--- config.mk ---
export PLATFORM = sky130hd
export DESIGN_NAME = pad_dimmer
export DESIGN_NICKNAME = d
export VERILOG_FILES = /design/src/pad_zc_sync.v /design/src/pad_dimmer.v
export VERILOG_INCLUDE_DIRS = /design/src
export SDC_FILE = /design/constraint.sdc
export NUM_CORES = 1
export LEC_CHECK = 0
export ABC_AREA = 0
export CAP_MARGIN = 25
export CORE_MARGIN = 2
export CORE_UTILIZATION = 32
export CTS_CLUSTER_DIAMETER = 50
export DETAILED_ROUTE_END_ITERATION = 10
export DONT_BUFFER_PORTS = 1
export PLACE_DENSITY = 0.47
export SETUP_SLACK_MARGIN = 0.5
export SYNTH_ARGS = -nofsm -noshare
export SYNTH_HDL_FRONTEND = slang
export SYNTH_SLANG_ARGS = --single-unit
--- constraint.sdc ---
create_clock -name i_clk -period 3.75 [get_ports i_clk]
set_input_delay 0.375 -clock i_clk [delete_from_list [all_inputs] [get_ports i_clk]]
set_output_delay 0.375 -clock i_clk [all_outputs]
set_load 0.1 [all_outputs]
--- src/pad_dimmer_map.vh ---
// pad_dimmer_map.vh: constants for the phase-angle dimmer scheduler
// assumes a 40 MHz system clock
`ifndef PAD_DIMMER_MAP_VH
`define PAD_DIMMER_MAP_VH

// ----------------------------------------
// channel layout
// ----------------------------------------
`define PAD_NUM_CH 12
`define PAD_CH_IDX_W 4
`define PAD_VAL_W 8
`define PAD_FIRST_OUT 5
`define PAD_RELAY_CH 4

// ----------------------------------------
// timing
// ----------------------------------------
`define PAD_CLK_HZ 40000000
`define PAD_TICK_NS 53000
`define PAD_CLK_NS 25
`define PAD_TICK_CYC 2120
`define PAD_PULSE_NS 10000
`define PAD_PULSE_CYC 400
`define PAD_TICK_W 12
`define PAD_PULSE_W 9

// ----------------------------------------
// system setting codes
// ----------------------------------------
`define PAD_SYS_ZC_CODE 8'h16
`define PAD_SYS_ZC_ON 8'h01
`define PAD_SYS_ZC_OFF 8'h00

// ----------------------------------------
// output modes per channel
// ----------------------------------------
`define PAD_MODE_OFF 2'h0
`define PAD_MODE_DIM 2'h1
`define PAD_MODE_ON 2'h2

`endif

--- src/pad_zc_sync.v ---
// pad_zc_sync.v: two-stage synchroniser plus falling-edge detect
// assumes the input arrives from outside the clock domain
`timescale 1ns/1ps

module pad_zc_sync (
   input wire i_clk,
   input wire i_reset_n,
   input wire i_async,
   output wire o_fall
);

   reg meta_r;
   reg sync_r;
   reg prev_r;

   // ----------------------------------------
   // two flops, then a history flop
   // ----------------------------------------
   always @(posedge i_clk) begin
      if (!i_reset_n) begin
         meta_r <= 1'b1;
         sync_r <= 1'b1;
         prev_r <= 1'b1;
      end else begin
         meta_r <= i_async;
         sync_r <= meta_r;
         prev_r <= sync_r;
      end
   end

   // high for one cycle on a falling edge
   assign o_fall = prev_r & ~sync_r;

endmodule // pad_zc_sync

--- src/pad_dimmer.v ---
// pad_dimmer.v: twelve-channel phase-angle dimmer scheduler
// assumes zero-crossing comes from an opto-isolator on a pin,
// and the command port is driven by logic on i_clk
`timescale 1ns/1ps
`include "pad_dimmer_map.vh"

module pad_dimmer #(
   parameter NUM_CH = `PAD_NUM_CH,
   parameter TICK_CYC = `PAD_TICK_CYC,
   parameter PULSE_CYC = `PAD_PULSE_CYC,
   parameter RELAY_VARIANT = 1'b0
) (
   input wire i_clk,
   input wire i_reset_n,
   input wire i_zero_cross,
   input wire i_sys_valid,
   input wire [7:0] i_sys_code,
   input wire [7:0] i_sys_arg,
   input wire i_dim_valid,
   input wire [`PAD_CH_IDX_W-1:0] i_dimmer_channel_index,
   input wire [`PAD_VAL_W-1:0] i_dim_value,
   input wire i_force_valid,
   input wire [`PAD_CH_IDX_W-1:0] i_force_channel,
   input wire [1:0] i_force_mode,
   output wire o_cmd_ready,
   output reg [16:5] o_dout,
   output reg o_zc_enabled,
   output reg o_zc_event,
   output reg o_cmd_error
);

   // ----------------------------------------
   // helpers
   // ----------------------------------------
   // channel index 1..N maps to array slot 0..N-1; 0 when out of range
   function ch_ok;
      input [`PAD_CH_IDX_W-1:0] ch;
      input relay;
      begin
         ch_ok = (ch != {`PAD_CH_IDX_W{1'b0}}) && (ch <= NUM_CH) &&
                 (!relay || ch <= `PAD_RELAY_CH);
      end
   endfunction

   localparam [`PAD_TICK_W-1:0] TICK_LAST = TICK_CYC - 1;
   // load the full count so the output stands PULSE_CYC cycles
   localparam [`PAD_PULSE_W-1:0] PULSE_LOAD = PULSE_CYC;

   wire zc_fall;
   reg [`PAD_TICK_W-1:0] tick_cnt_r;
   reg [`PAD_VAL_W-1:0] tick_num_r;
   reg tick_sat_r;
   reg [`PAD_VAL_W-1:0] value_r [0:NUM_CH-1];
   reg [1:0] mode_r [0:NUM_CH-1];
   reg [NUM_CH-1:0] fired_r;
   reg [`PAD_PULSE_W-1:0] pulse_cnt_r [0:NUM_CH-1];
   reg running_r;
   integer k;

   assign o_cmd_ready = 1'b1;

   // ----------------------------------------
   // zero-crossing pin, synchronised
   // ----------------------------------------
   // the pin feeds only this detector, nothing else reads it
   pad_zc_sync u_zc (
      .i_clk(i_clk),
      .i_reset_n(i_reset_n),
      .i_async(i_zero_cross),
      .o_fall(zc_fall)
   );

   // ----------------------------------------
   // system setting and enable
   // ----------------------------------------
   always @(posedge i_clk) begin
      if (!i_reset_n) begin
         o_zc_enabled <= 1'b0;
         o_zc_event <= 1'b0;
      end else begin
         if (i_sys_valid && i_sys_code == `PAD_SYS_ZC_CODE) begin
            if (i_sys_arg == `PAD_SYS_ZC_ON)
               o_zc_enabled <= 1'b1;
            else if (i_sys_arg == `PAD_SYS_ZC_OFF)
               o_zc_enabled <= 1'b0;
         end
         o_zc_event <= zc_fall & o_zc_enabled;
      end
   end

   // ----------------------------------------
   // tick timebase restarted at each crossing
   // ----------------------------------------
   always @(posedge i_clk) begin
      if (!i_reset_n) begin
         tick_cnt_r <= {`PAD_TICK_W{1'b0}};
         tick_num_r <= {`PAD_VAL_W{1'b0}};
         tick_sat_r <= 1'b0;
         running_r <= 1'b0;
      end else if (zc_fall && o_zc_enabled) begin
         tick_cnt_r <= {`PAD_TICK_W{1'b0}};
         tick_num_r <= {`PAD_VAL_W{1'b0}};
         tick_sat_r <= 1'b0;
         running_r <= 1'b1;
      end else if (!o_zc_enabled) begin
         running_r <= 1'b0;
      end else if (running_r) begin
         if (tick_cnt_r == TICK_LAST) begin
            tick_cnt_r <= {`PAD_TICK_W{1'b0}};
            // count whole ticks since crossing, stop at the top
            if (tick_num_r == {`PAD_VAL_W{1'b1}})
               tick_sat_r <= 1'b1;
            else
               tick_num_r <= tick_num_r + 1'b1;
         end else begin
            tick_cnt_r <= tick_cnt_r + 1'b1;
         end
      end
   end

   // ----------------------------------------
   // per-channel values, modes and firing
   // ----------------------------------------
   always @(posedge i_clk) begin
      if (!i_reset_n) begin
         fired_r <= {NUM_CH{1'b0}};
         o_cmd_error <= 1'b0;
         for (k = 0; k < NUM_CH; k = k + 1) begin
            value_r[k] <= {`PAD_VAL_W{1'b0}};
            mode_r[k] <= `PAD_MODE_OFF;
            pulse_cnt_r[k] <= {`PAD_PULSE_W{1'b0}};
         end
      end else begin
         o_cmd_error <= 1'b0;
         // dimmer program command: held until rewritten
         if (i_dim_valid) begin
            if (ch_ok(i_dimmer_channel_index, RELAY_VARIANT) &&
                i_dim_value != {`PAD_VAL_W{1'b0}}) begin
               value_r[i_dimmer_channel_index - 1'b1] <= i_dim_value;
               mode_r[i_dimmer_channel_index - 1'b1] <= `PAD_MODE_DIM;
            end else begin
               o_cmd_error <= 1'b1;
            end
         end
         // forced level overrides dimming on that channel
         if (i_force_valid) begin
            if (i_force_channel != {`PAD_CH_IDX_W{1'b0}} && i_force_channel <= NUM_CH)
               mode_r[i_force_channel - 1'b1] <= i_force_mode;
            else
               o_cmd_error <= 1'b1;
         end
         for (k = 0; k < NUM_CH; k = k + 1) begin
            if (zc_fall && o_zc_enabled) begin
               fired_r[k] <= 1'b0; // re-arm each half cycle
            end else if (running_r && !fired_r[k] && !tick_sat_r &&
                         mode_r[k] == `PAD_MODE_DIM &&
                         tick_num_r + 1'b1 == value_r[k] &&
                         tick_cnt_r == TICK_LAST) begin
               // value one fires at end of first tick
               fired_r[k] <= 1'b1;
               pulse_cnt_r[k] <= PULSE_LOAD;
            end else if (pulse_cnt_r[k] != {`PAD_PULSE_W{1'b0}}) begin
               pulse_cnt_r[k] <= pulse_cnt_r[k] - 1'b1;
            end
         end
      end
   end

   // ----------------------------------------
   // output drive, channel n on output n+4
   // ----------------------------------------
   always @(posedge i_clk) begin
      if (!i_reset_n) begin
         o_dout <= 12'h000;
      end else begin
         for (k = 0; k < NUM_CH; k = k + 1) begin
            case (mode_r[k])
               `PAD_MODE_ON: o_dout[k + `PAD_FIRST_OUT] <= 1'b1;
               `PAD_MODE_DIM: o_dout[k + `PAD_FIRST_OUT] <=
                  o_zc_enabled && (pulse_cnt_r[k] != {`PAD_PULSE_W{1'b0}});
               default: o_dout[k + `PAD_FIRST_OUT] <= 1'b0;
            endcase
         end
      end
   end

endmodule // pad_dimmer

==> impl_metrics.yaml, run 1 <==
global_routing:
  grt_pass1_vias: 11000
  grt_busiest_layer: "met2"
  grt_usage_pct: 17.6
  use_met1_pct: 23.8
  grtUsageMet3_pct: 2.89
  use_met2_pct: 28.3
  grt_pass1_wl_um: 66700
  grt_max_degree: 36
  antenna_found_initial: 1
  grt-ovfl-total: 0
pwr:
  p_int_mw: 6.84
  seq_power_share_pct: 44.2
  power-per-cell-area_mw_per_mm2: 514
  sw_frac_of_total_pct: 26.8
  switchingPower_mw: 2.50
  power.leakage_nw: 6.91
  p_clk_share_pct: 43.2
  combinationalPowerShare_pct: 12.6
  ir_worst_vdd_uv: 324
final_layout:
  drive_gt1_share_pct: 11.6
  antenna_cells: 0
  nNetsFinal: 1601
  area_delta_synth_final_pct: 17.2
  final_core_util_pct: 38.0
yosys:
  yosysWarnings: 0
  synth.ff_latch_count: 280
  synth-simple-area-share_pct: 22.8
  synth-xor-area-share_pct: 12.0
  async_reset_ff_share_pct: 0
  syn_nets: 1543
  avgSynthCellArea_um2: 10.6
  synthMuxAreaShare_pct: 0.694
  syn-cell-area_mm2: 0.0155
  synth_top_family_by_area: "simple AND/OR/NAND/NOR gates"
  synth_area_leaders: "edfxtp_1 (44%), dfxtp_1 (6.7%), xnor2_1 (5.4%), and2_1 (4.2%), xor2_1 (3.3%)"
  ys.flop_type: "edfxtp_1"
  synth_top_area_share_pct: 44.1
  synthAdderAreaFrac_pct: 3.15
  synth_area_leader_cell: "edfxtp_1"
  synth_compound_area_share_pct: 7.41
  ys_types: 75
  synth_edf_count: 228
  ys_seq_area_share_pct: 50.8
  synth_cells: 1464
sta:
  rsz0062_at_grt: "no"
  fmax_mhz: 325
  worst_pin_slew_ns: 1.00
  period_needed_ns: 3.08
  setup-violations-final: 0
  tns_ns: 0
  hold_viol_final: 0
  skew_ns: 0.0279
  fin_crit_sh_pct: 82.1
  maxSlewViolCount: 0
  relSlewSlack_pct: 33.0
cts:
  clk_latency_ns: 0.58
  path_clk_slew_ns: 0.05
  cts.sinks: 280
  clockBufferDepth: 3
  tritoncts: "built"
  htreeDepth: 2
  numCtsBuffers: 42
  clock-root-buffer: "clkbuf_16"
critical_path:
  rrSetupSlack_ns: 0.67
  r2r-end: "pulse_cnt_r[1][7]"
  r2r_cells: 8
  crit_type: "reg2reg"
  r2r-start: "tick_cnt_r[0]"
  start_kind: "register"
  crit_path_max_fanout: 9
  crit_path_end_kind: "register"
  crit_path_start: "tick_cnt_r[0]"
  cp_data_arrival_time_ns: 3.36
  cp.required_ns: 4.03
  worstSetupEndpoint: "pulse_cnt_r[1][7]"
drt:
  drt_iter0_drc: 763
  vias_per_cell: 5.10
  first_pass_iters: 5
  antenna_left: 0
  drc: 0
  totalWireLength_um: 43700
  vias: 11100
  wl_per_cell_um: 20.1
worst_hold_path:
  min_path_type: "in2reg"
placement:
  place_congestion: 0.827
  hpwl_um: 29100
  portBuffers: 0
run_status:
  status: "finished, final reports clean"
die:
  die_y_um: 224
  die_x_um: 224
  start_util_pct: 32.4
  die_area_mm2: 0.0503
  coreArea_mm2: 0.0478
  rows: 80
  io_pins: 56
run:
  cap_violations: 0
## synthesized netlist by cell type, types with 7 or more instances
cell / count
ha_1: 39
o211ai_1: 7
or4_1: 8
nor2b_1: 12
buf_1: 10
nor3_1: 66
a21oi_1: 37
dfxtp_1: 52
buf_2: 9
nor4_1: 29
nand2b_1: 30
o31ai_1: 13
o21ai_0: 34
and3_1: 20
a31oi_1: 13
nand3b_1: 13
nor2_1: 134
nand3_1: 41
inv_1: 60
xnor2_1: 96
o31a_1: 9
nand4b_1: 7
xnor3_1: 20
edfxtp_1: 228
or3_1: 13
clkbuf_1: 46
nand4_1: 14
nand2_1: 119
xor2_1: 59
or2_2: 13
and2_1: 103
## timing repair
action | CTS | global route
gates resized for setup | 5 | 9
endpoints found under the setup margin | 86 | 85
pin swaps | 3 | 1
hold buffers | 21 | 0
endpoints found under the hold margin | 108 | 0
setup buffers | 5 | 1
## metrics by stage
stage / power, mW / area (um2) / hold slack (ns) / std cells / worst slack (ns)
final: 9.34 / 18200 / 0.0275 / 2171 / 0.671
after global routing: 9.77 / 18200 / 0.0117 / 2171 / 0.503
after CTS: 9.45 / 18100 / 0.000493 / 2169 / 0.515
after detailed placement: 5.31 / 16400 / 0.393 / 2065 / 0.318
after global placement: 5.30 / 16400 / 0.391 / 2064 / 0.351
after floorplan: 5.05 / 15500 / 0.386 / 1464 / 0.665
## flip-flops by register name, summed over array words and instances, names as in the netlist, 8 cells and up
name / count
pulse_cnt_r: 108
value_r: 96
mode_r: 24
fired_r: 12
o_dout: 12
tick_cnt_r: 12
tick_num_r: 8
## per-layer routing
layer	up-vias	share of wire, %
li1	5361	-
met1	5410	47
met2	218	46
met3	74	4.3
met4	0	3.0
met5	-	0
## final cells by class
type | instances | area [um2]
Clock inverter | 30 | 330
Multi-Input combinational cell | 1057 | 7200
Inverter | 61 | 229
Fill cell | 4712 | 29700
Clock buffer | 48 | 1100
Sequential cell | 280 | 7890
Tap cell | 615 | 769
Timing Repair Buffer | 80 | 663
## cells by family (layout without fill, tap and decap cells)
kind of cell               count (synthesis)  count (layout)
and+or+nand+nor                          659             659
xor gates and xnor gates                 177             177
other                                      1               1
muxes                                     10              10
adders and majority gates                 39              39
AOI/OAI and AO/OA                        171             171
DFF                                      280             280
buffers and inverters                    127             219
## layout by cell type, fill, tap and decap left out, types with 8 or more instances in the layout
cell type / instances
nand2b_1: 30
a21oi_1: 37
inv_1: 60
or4_1: 8
nor3_1: 66
xor2_1: 59
nor2_1: 133
o21ai_0: 33
nor2b_1: 12
and3_1: 19
dlygate4sd3_1: 21
and2_1: 103
ha_1: 38
edfxtp_1: 228
dfxtp_1: 51
nand3b_1: 13
buf_4: 57
xnor2_1: 96
xnor3_1: 20
clkbuf_16: 43
nand2_1: 118
or3_1: 13
or2_2: 13
o31ai_1: 13
o31a_1: 8
nor4_1: 29
a31oi_1: 13
nand4_1: 14
nand3_1: 36
## worst max-delay path, cell delays in order (launching register included)
cell and delay, ns:
dfxtp_1 0.36, ha_1 0.20, or4b_4 0.51, or4_4 0.58, a21oi_1 0.16, o311ai_0 0.14
or4_4 0.54, nand3b_1 0.16, buf_12 0.14
## worst min-delay path by stage
stage | from | endpoint | slack, ns | cells past startpoint
floorplan | u_zc.meta_r | u_zc.sync_r | 0.39 | 1
global placement | u_zc.meta_r | u_zc.sync_r | 0.39 | 1
detailed placement | u_zc.meta_r | u_zc.sync_r | 0.39 | 1
CTS | i_force_mode[0] | mode_r[11][0] | 0.0005 | 1
global route | i_reset_n | pulse_cnt_r[2][25] | 0.01 | 1
finish | i_dim_value[2] | value_r[7][2] | 0.03 | 1
## power groups by stage
stage,clock network (mW),logic [mW],registers (mW)
floorplan,0,0.930,4.12
global placement,0,1.11,4.19
detailed placement,0,1.12,4.19
CTS,4.13,1.19,4.13
global route,4.26,1.33,4.18
finish,4.03,1.18,4.13
Power figures use the tool's default switching activity.
==> run 2, diff against run 1 <==
- ABC_AREA: 0 -> 1
- PLACE_DENSITY: 0.47 -> 0.48
- clock period: 3.75 -> 2.6 ns (I/O delays scaled with it)
==> impl_metrics.yaml, run 2 <==
sta:
  fin_crit_sh_pct: 84.3
  fmax_mhz: 456
  fin_ws_ns: 0.408
  tns_ns: 0
  period_needed_ns: 2.19
  setup-violations-final: 0
  hold_viol_final: 0
  rsz0062_at_grt: "yes"
  maxSlewViolCount: 0
  relSlewSlack_pct: 36.6
  skew_ns: 0.0254
  worst_pin_slew_ns: 0.949
  worst_hold_slack_ns: 0.0499
global_routing:
  grt_usage_pct: 15.7
  grt_max_degree: 28
  grt_pass1_wl_um: 58200
  grt-ovfl-total: 0
  grt_pass1_vias: 10600
  antenna_found_initial: 0
pwr:
  power.leakage_nw: 7.69
  power-per-cell-area_mw_per_mm2: 757
  power.total_mw: 14.0
  ir_worst_vdd_uv: 584
final_layout:
  final_common_cell: "nor2_1"
  antenna_cells: 0
  n_fill_cell: 4596
  largest_reg_flops: 108
  stdcell_count: 2413
  largestRegisters: "pulse_cnt_r x108, value_r x96, mode_r x24"
  area_delta_synth_final_pct: 23.9
  regMostFlops: "pulse_cnt_r"
  nNetsFinal: 1853
  drive_gt1_share_pct: 19.2
  layout_common_cells: "nor2_1 (303), edfxtp_1 (228), nand2_1 (225), inv_1 (224), nand3_1 (103)"
drt:
  vias: 11200
  wl_per_cell_um: 15.8
  first_pass_iters: 5
  drc: 0
  vias_per_cell: 4.63
  drt_iter0_drc: 592
  antenna_left: 0
  totalWireLength_um: 38100
cts:
  htreeDepth: 2
  tritoncts: "built"
  path_clk_slew_ns: 0.06
  numCtsBuffers: 40
  clock-root-buffer: "clkbuf_16"
  cts.sinks: 280
  clockBufferDepth: 3
  clk_latency_ns: 0.56
die:
  rows: 79
  start_util_pct: 32.2
  die_y_um: 220
  die_x_um: 220
  io_pins: 56
  die_area_mm2: 0.0482
  coreArea_mm2: 0.0463
yosys:
  ys_seq_area_share_pct: 53.0
  yosysWarnings: 0
  ys.flop_type: "edfxtp_1"
  syn_nets: 1757
  ys_types: 42
  async_reset_ff_share_pct: 0
  yosysMostFrequentCell: "nor2_1"
  synth_area_leader_cell: "edfxtp_1"
  avgSynthCellArea_um2: 8.87
  synth_area_leaders: "edfxtp_1 (46%), nor2_1 (8.8%), dfxtp_1 (7.0%), nand2_1 (6.6%), inv_1 (5.7%)"
  synth_top_area_share_pct: 46.0
  syn-cell-area_mm2: 0.0149
  synth_edf_count: 228
  synth.ff_latch_count: 280
  synth_common_cells: "nor2_1 (347), nand2_1 (263), edfxtp_1 (228)"
  synth_cells: 1678
placement:
  post-place-cells: 2283
  hpwl_um: 25300
  place_congestion: 0.822
  portBuffers: 0
  pre_cts_ws_ns: 0.0717
critical_path:
  crit_top_cell: "buf_6"
  cp_slowest_stage_delay_ns: 0.38
  crit_path_max_fanout: 5
  crit_chain: "ha_4 -> nand2_4 -> buf_12 -> nand2_8 -> buf_6 -> buf_6 -> xor2_1 -> nand3_1 -> nor2_2 -> nand3_4 -> a21oi_4 -> buf_6"
  crit_path_end_kind: "register"
  start_kind: "register"
  crit_type: "reg2reg"
  cp.required_ns: 2.87
  critPathSlowestCell: "dfxtp_4"
  cp_data_arrival_time_ns: 2.47
run:
  cap_violations: 0
worst_hold_path:
  min_path_type: "in2reg"
run_status:
  status: "finished, final reports clean"
[run 2: cell count changes after synthesis, sizes merged, moves of 18 or more]
cell	change
nor2	+230
inv	+170
nand2	+162
and2	-103
nand3	+81
xnor2	-33
nand2b	-30
nor4	-27
nor3	-20
xnor3	-20
and3	-18
[run 2: layout make-up]
| cell class | count | area [um2] | area share (%) |
|---|---|---|---|
| Sequential cell | 280 | 7910 | 42.9 |
| Multi-Input combinational cell | 1126 | 6580 | 35.7 |
| Clock buffer | 52 | 1120 | 6.07 |
| Timing Repair Buffer | 95 | 947 | 5.14 |
| Inverter | 231 | 887 | 4.81 |
| Tap cell | 607 | 759 | 4.12 |
| Clock inverter | 22 | 236 | 1.28 |
[run 2: critical path: cells and delay by family, from the launching register on]
| kind | cells | cell delay [ns] |
|---|---|---|
| AO/OA/AOI/OAI | 1 | 0.19 |
| XOR/XNOR | 1 | 0.13 |
| adder cells (fa/ha/maj) | 1 | 0.17 |
| buffers and inverters | 4 | 0.50 |
| flip-flops | 1 | 0.38 |
| AND/OR/NAND/NOR | 5 | 0.53 |
[run 2: cells by family after synthesis]
kind of cell             Yosys count  synth area share (%)
buffers and inverters            282                  7.59
AO/OA/AOI/OAI                     89                  3.20
AND/OR/NAND/NOR                  866                  25.3
flip-flops                       280                  53.0
XOR/XNOR                         121                  7.58
other                              1                0.0252
adder cells (fa/ha/maj)           39                  3.28
[run 2: worst paths after layout]
kind                      start  slack, ns  cells past startpoint            endpoint
setup / recovery  tick_num_r[1]       0.41                     12  pulse_cnt_r[2][26]
hold / removal        i_reset_n       0.05                      2       value_r[7][0]
setup reg to reg  tick_num_r[1]       0.41                     12  pulse_cnt_r[2][26]
hold reg to reg     u_zc.meta_r       0.41                      1         u_zc.sync_r
[run 2: metrics by stage]
stage | util [%] | area (um2)
after global placement | 34.3 | 15800
after floorplan | - | 14900
final | 39.9 | 18400
after CTS | 38.5 | 17800
after detailed placement | 34.3 | 15800
after global routing | 39.9 | 18400
[run 2: power breakdown]
group / total (mW) / internal, mW / switching (mW)
Sequential: 6.06 / 5.60 / 0.456
Clock: 5.54 / 3.45 / 2.09
Combinational: 2.36 / 0.996 / 1.36
Total: 14.0 / 10.0 / 3.91
[run 2: timing repair]
item / 4_1_cts / 5_1_grt
gates resized for setup: 81 / 123
setup endpoints to repair: 221 / 214
hold buffers: 7 / 0
pin swaps: 26 / 46
gates cloned: 9 / 4
buffers inserted: 21 / 15
endpoints found under the hold margin: 50 / 0
[run 2: per-layer routing]
metal / part of all wire [%] / global-route usage, % / routed length [um]
met5: 0 / 0 / 0
met4: 3.1 / 5.84 / 1170
met3: 4.9 / 2.69 / 1860
met2: 47 / 25.5 / 17800
met1: 45 / 21.1 / 17200
==> run 3, diff against run 2 <==
- clock period: 2.6 -> 1.95 ns (I/O delays scaled with it)
==> impl_metrics.yaml, run 3 (synthesis results as in run 2) <==
drt:
  vias_per_cell: 4.57
  wl_per_cell_um: 15.9
  vias: 11900
  met3WireLength_um: 1520
  drc: 0
  dr.max_layer_used: "met4"
  drt_iter0_drc: 655
  wl_met2_um: 19600
  totalWireLength_um: 41200
  wl_met1_um: 19000
  first_pass_iters: 5
  antenna_left: 0
critical_path:
  worstSetupEndpoint: "pulse_cnt_r[2][13]"
  r2r-start: "tick_num_r[0]"
  r2r_cells: 12
  cp_slowest_stage_delay_ns: 0.37
  start_kind: "register"
  cp_num_buf_inv: 3
  cp_data_arrival_time_ns: 2.43
  r2r-end: "pulse_cnt_r[2][13]"
  cp.required_ns: 2.22
  crit_path_end_kind: "register"
  crit_family: "simple AND/OR/NAND/NOR gates"
  critPathSlowestCell: "dfxtp_4"
  rrSetupSlack_ns: -0.21
  path_depth: 12
  crit_type: "reg2reg"
  crit_chain: "ha_4 -> nand3_4 -> o21bai_4 -> nand2_2 -> buf_4 -> nand2_1 -> nand3_1 -> nor2_2 -> nand3_2 -> a21oi_4 -> buf_6 -> buf_16"
  crit_path_start: "tick_num_r[0]"
  crit_path_max_fanout: 4
global_routing:
  grt_max_degree: 37
  grt_usage_pct: 17.1
  antenna_found_initial: 0
  grt-ovfl-total: 0
  grt_pass1_wl_um: 63100
  grt_pass1_vias: 11600
final_layout:
  drive_gt1_share_pct: 35.2
  final_core_util_pct: 46.0
  stdcell_count: 2593
  final_common_cell: "nor2_1"
  antenna_cells: 0
  largest_reg_flops: 108
  regMostFlops: "pulse_cnt_r"
  nNetsFinal: 2033
  layout_common_cells: "nor2_1 (253), edfxtp_1 (228), inv_1 (208), nand2_1 (198), buf_4 (190)"
  area_delta_synth_final_pct: 43.0
  largestRegisters: "pulse_cnt_r x108, value_r x96, mode_r x24"
sta:
  fin_crit_sh_pct: 111
  rsz0062_at_grt: "yes"
  worst_hold_slack_ns: -0.154
  setup-violations-final: 213
  hold_viol_final: 111
  period_needed_ns: 2.16
  fin_ws_ns: -0.213
  relSlewSlack_pct: 48.2
  skew_ns: 0.0189
  fmax_mhz: 462
  worst_pin_slew_ns: 0.777
  maxSlewViolCount: 0
placement:
  hpwl_um: 27500
  post-place-cells: 2424
  place_congestion: 0.815
  portBuffers: 0
  pre_cts_ws_ns: -0.278
pwr:
  ir_worst_vdd_uv: 590
  sw_frac_of_total_pct: 29.5
  seq_power_share_pct: 41.2
  switchingPower_mw: 5.76
  p_clk_share_pct: 36.8
  p_int_mw: 13.8
  combinationalPowerShare_pct: 22.0
  power-per-cell-area_mw_per_mm2: 917
  power.leakage_nw: 8.89
  power.total_mw: 19.5
die:
  rows: 79
  die_x_um: 220
  die_area_mm2: 0.0482
  io_pins: 56
  die_y_um: 220
  start_util_pct: 32.2
  coreArea_mm2: 0.0463
cts:
  cts.sinks: 280
  clock-root-buffer: "clkbuf_16"
  htreeDepth: 2
  ctsHoldBuffers: 16
  numCtsBuffers: 40
  clockBufferDepth: 3
  tritoncts: "built"
  clk_latency_ns: 0.56
  path_clk_slew_ns: 0.06
run_status:
  violations: "negative hold slack, negative setup slack"
  status: "finished, violations left"
worst_hold_path:
  min_path_type: "in2reg"
run:
  cap_violations: 0
## run 3: cell count changes in the layout (fill, tap and decap cells not counted), sizes merged
cell and delta:
bufbuf +1, buf +172, clkbuf -6, inv +1
dlygate4sd3 +10, clkinvlp +1, nand2 -3, bufinv -1
clkinv +5
## run 3: area by class of cell
cell class / instances / area, um2
repair buffers: 278 / 2710
flip-flops and latches: 280 / 7910
fillers: 4333 / 25000
well taps: 607 / 759
multi-input cells: 1123 / 7690
inverters: 231 / 900
clock inverters: 28 / 254
clock buffers: 46 / 1050
## run 3: timing repair
item | in CTS | in global routing
gates cloned | 11 | 1
setup endpoints to repair | 259 | 333
gates resized for setup | 212 | 171
endpoints found under the hold margin | 147 | 119
pin swaps | 84 | 55
buffers inserted | 41 | 26
## run 3: through the flow
| stage | setup TNS [ns] | instance area, um2 |
|---|---|---|
| 2_1_floorplan | -5.36 | 15500 |
| 3_3_place_gp | -36.43 | 17500 |
| 3_5_place_dp | -37.75 | 17500 |
| 4_1_cts | -25.26 | 20400 |
| 5_1_grt | -50.46 | 21300 |
| 6_report | -27.31 | 21300 |
## run 3: worst min-delay path by stage
stage | from | end | slack [ns] | cells past startpoint
finish | i_reset_n | pulse_cnt_r[2][26] | -0.15 | 2
global route | i_reset_n | pulse_cnt_r[2][26] | -0.18 | 2
CTS | i_reset_n | pulse_cnt_r[2][35] | -0.19 | 2
detailed placement | i_reset_n | u_zc.prev_r | 0.28 | 1
global placement | i_reset_n | u_zc.prev_r | 0.27 | 1
floorplan | i_zero_cross | u_zc.meta_r | 0.30 | 1
## run 3: metal layers
metal  vias up  GRT usage (%)
li1       5995              -
met1      5623           22.8
met2       177           28.5
met3        64           2.57
met4         0           5.46
met5         -              0
## run 3: power by group through the flow
stage,Clock (mW),Sequential (mW),Combinational [mW]
global placement,0,8.10,3.19
detailed placement,0,8.12,3.23
global route,7.57,8.13,4.81
finish,7.19,8.03,4.30
CTS,7.35,8.01,3.74
floorplan,0,8.06,2.46
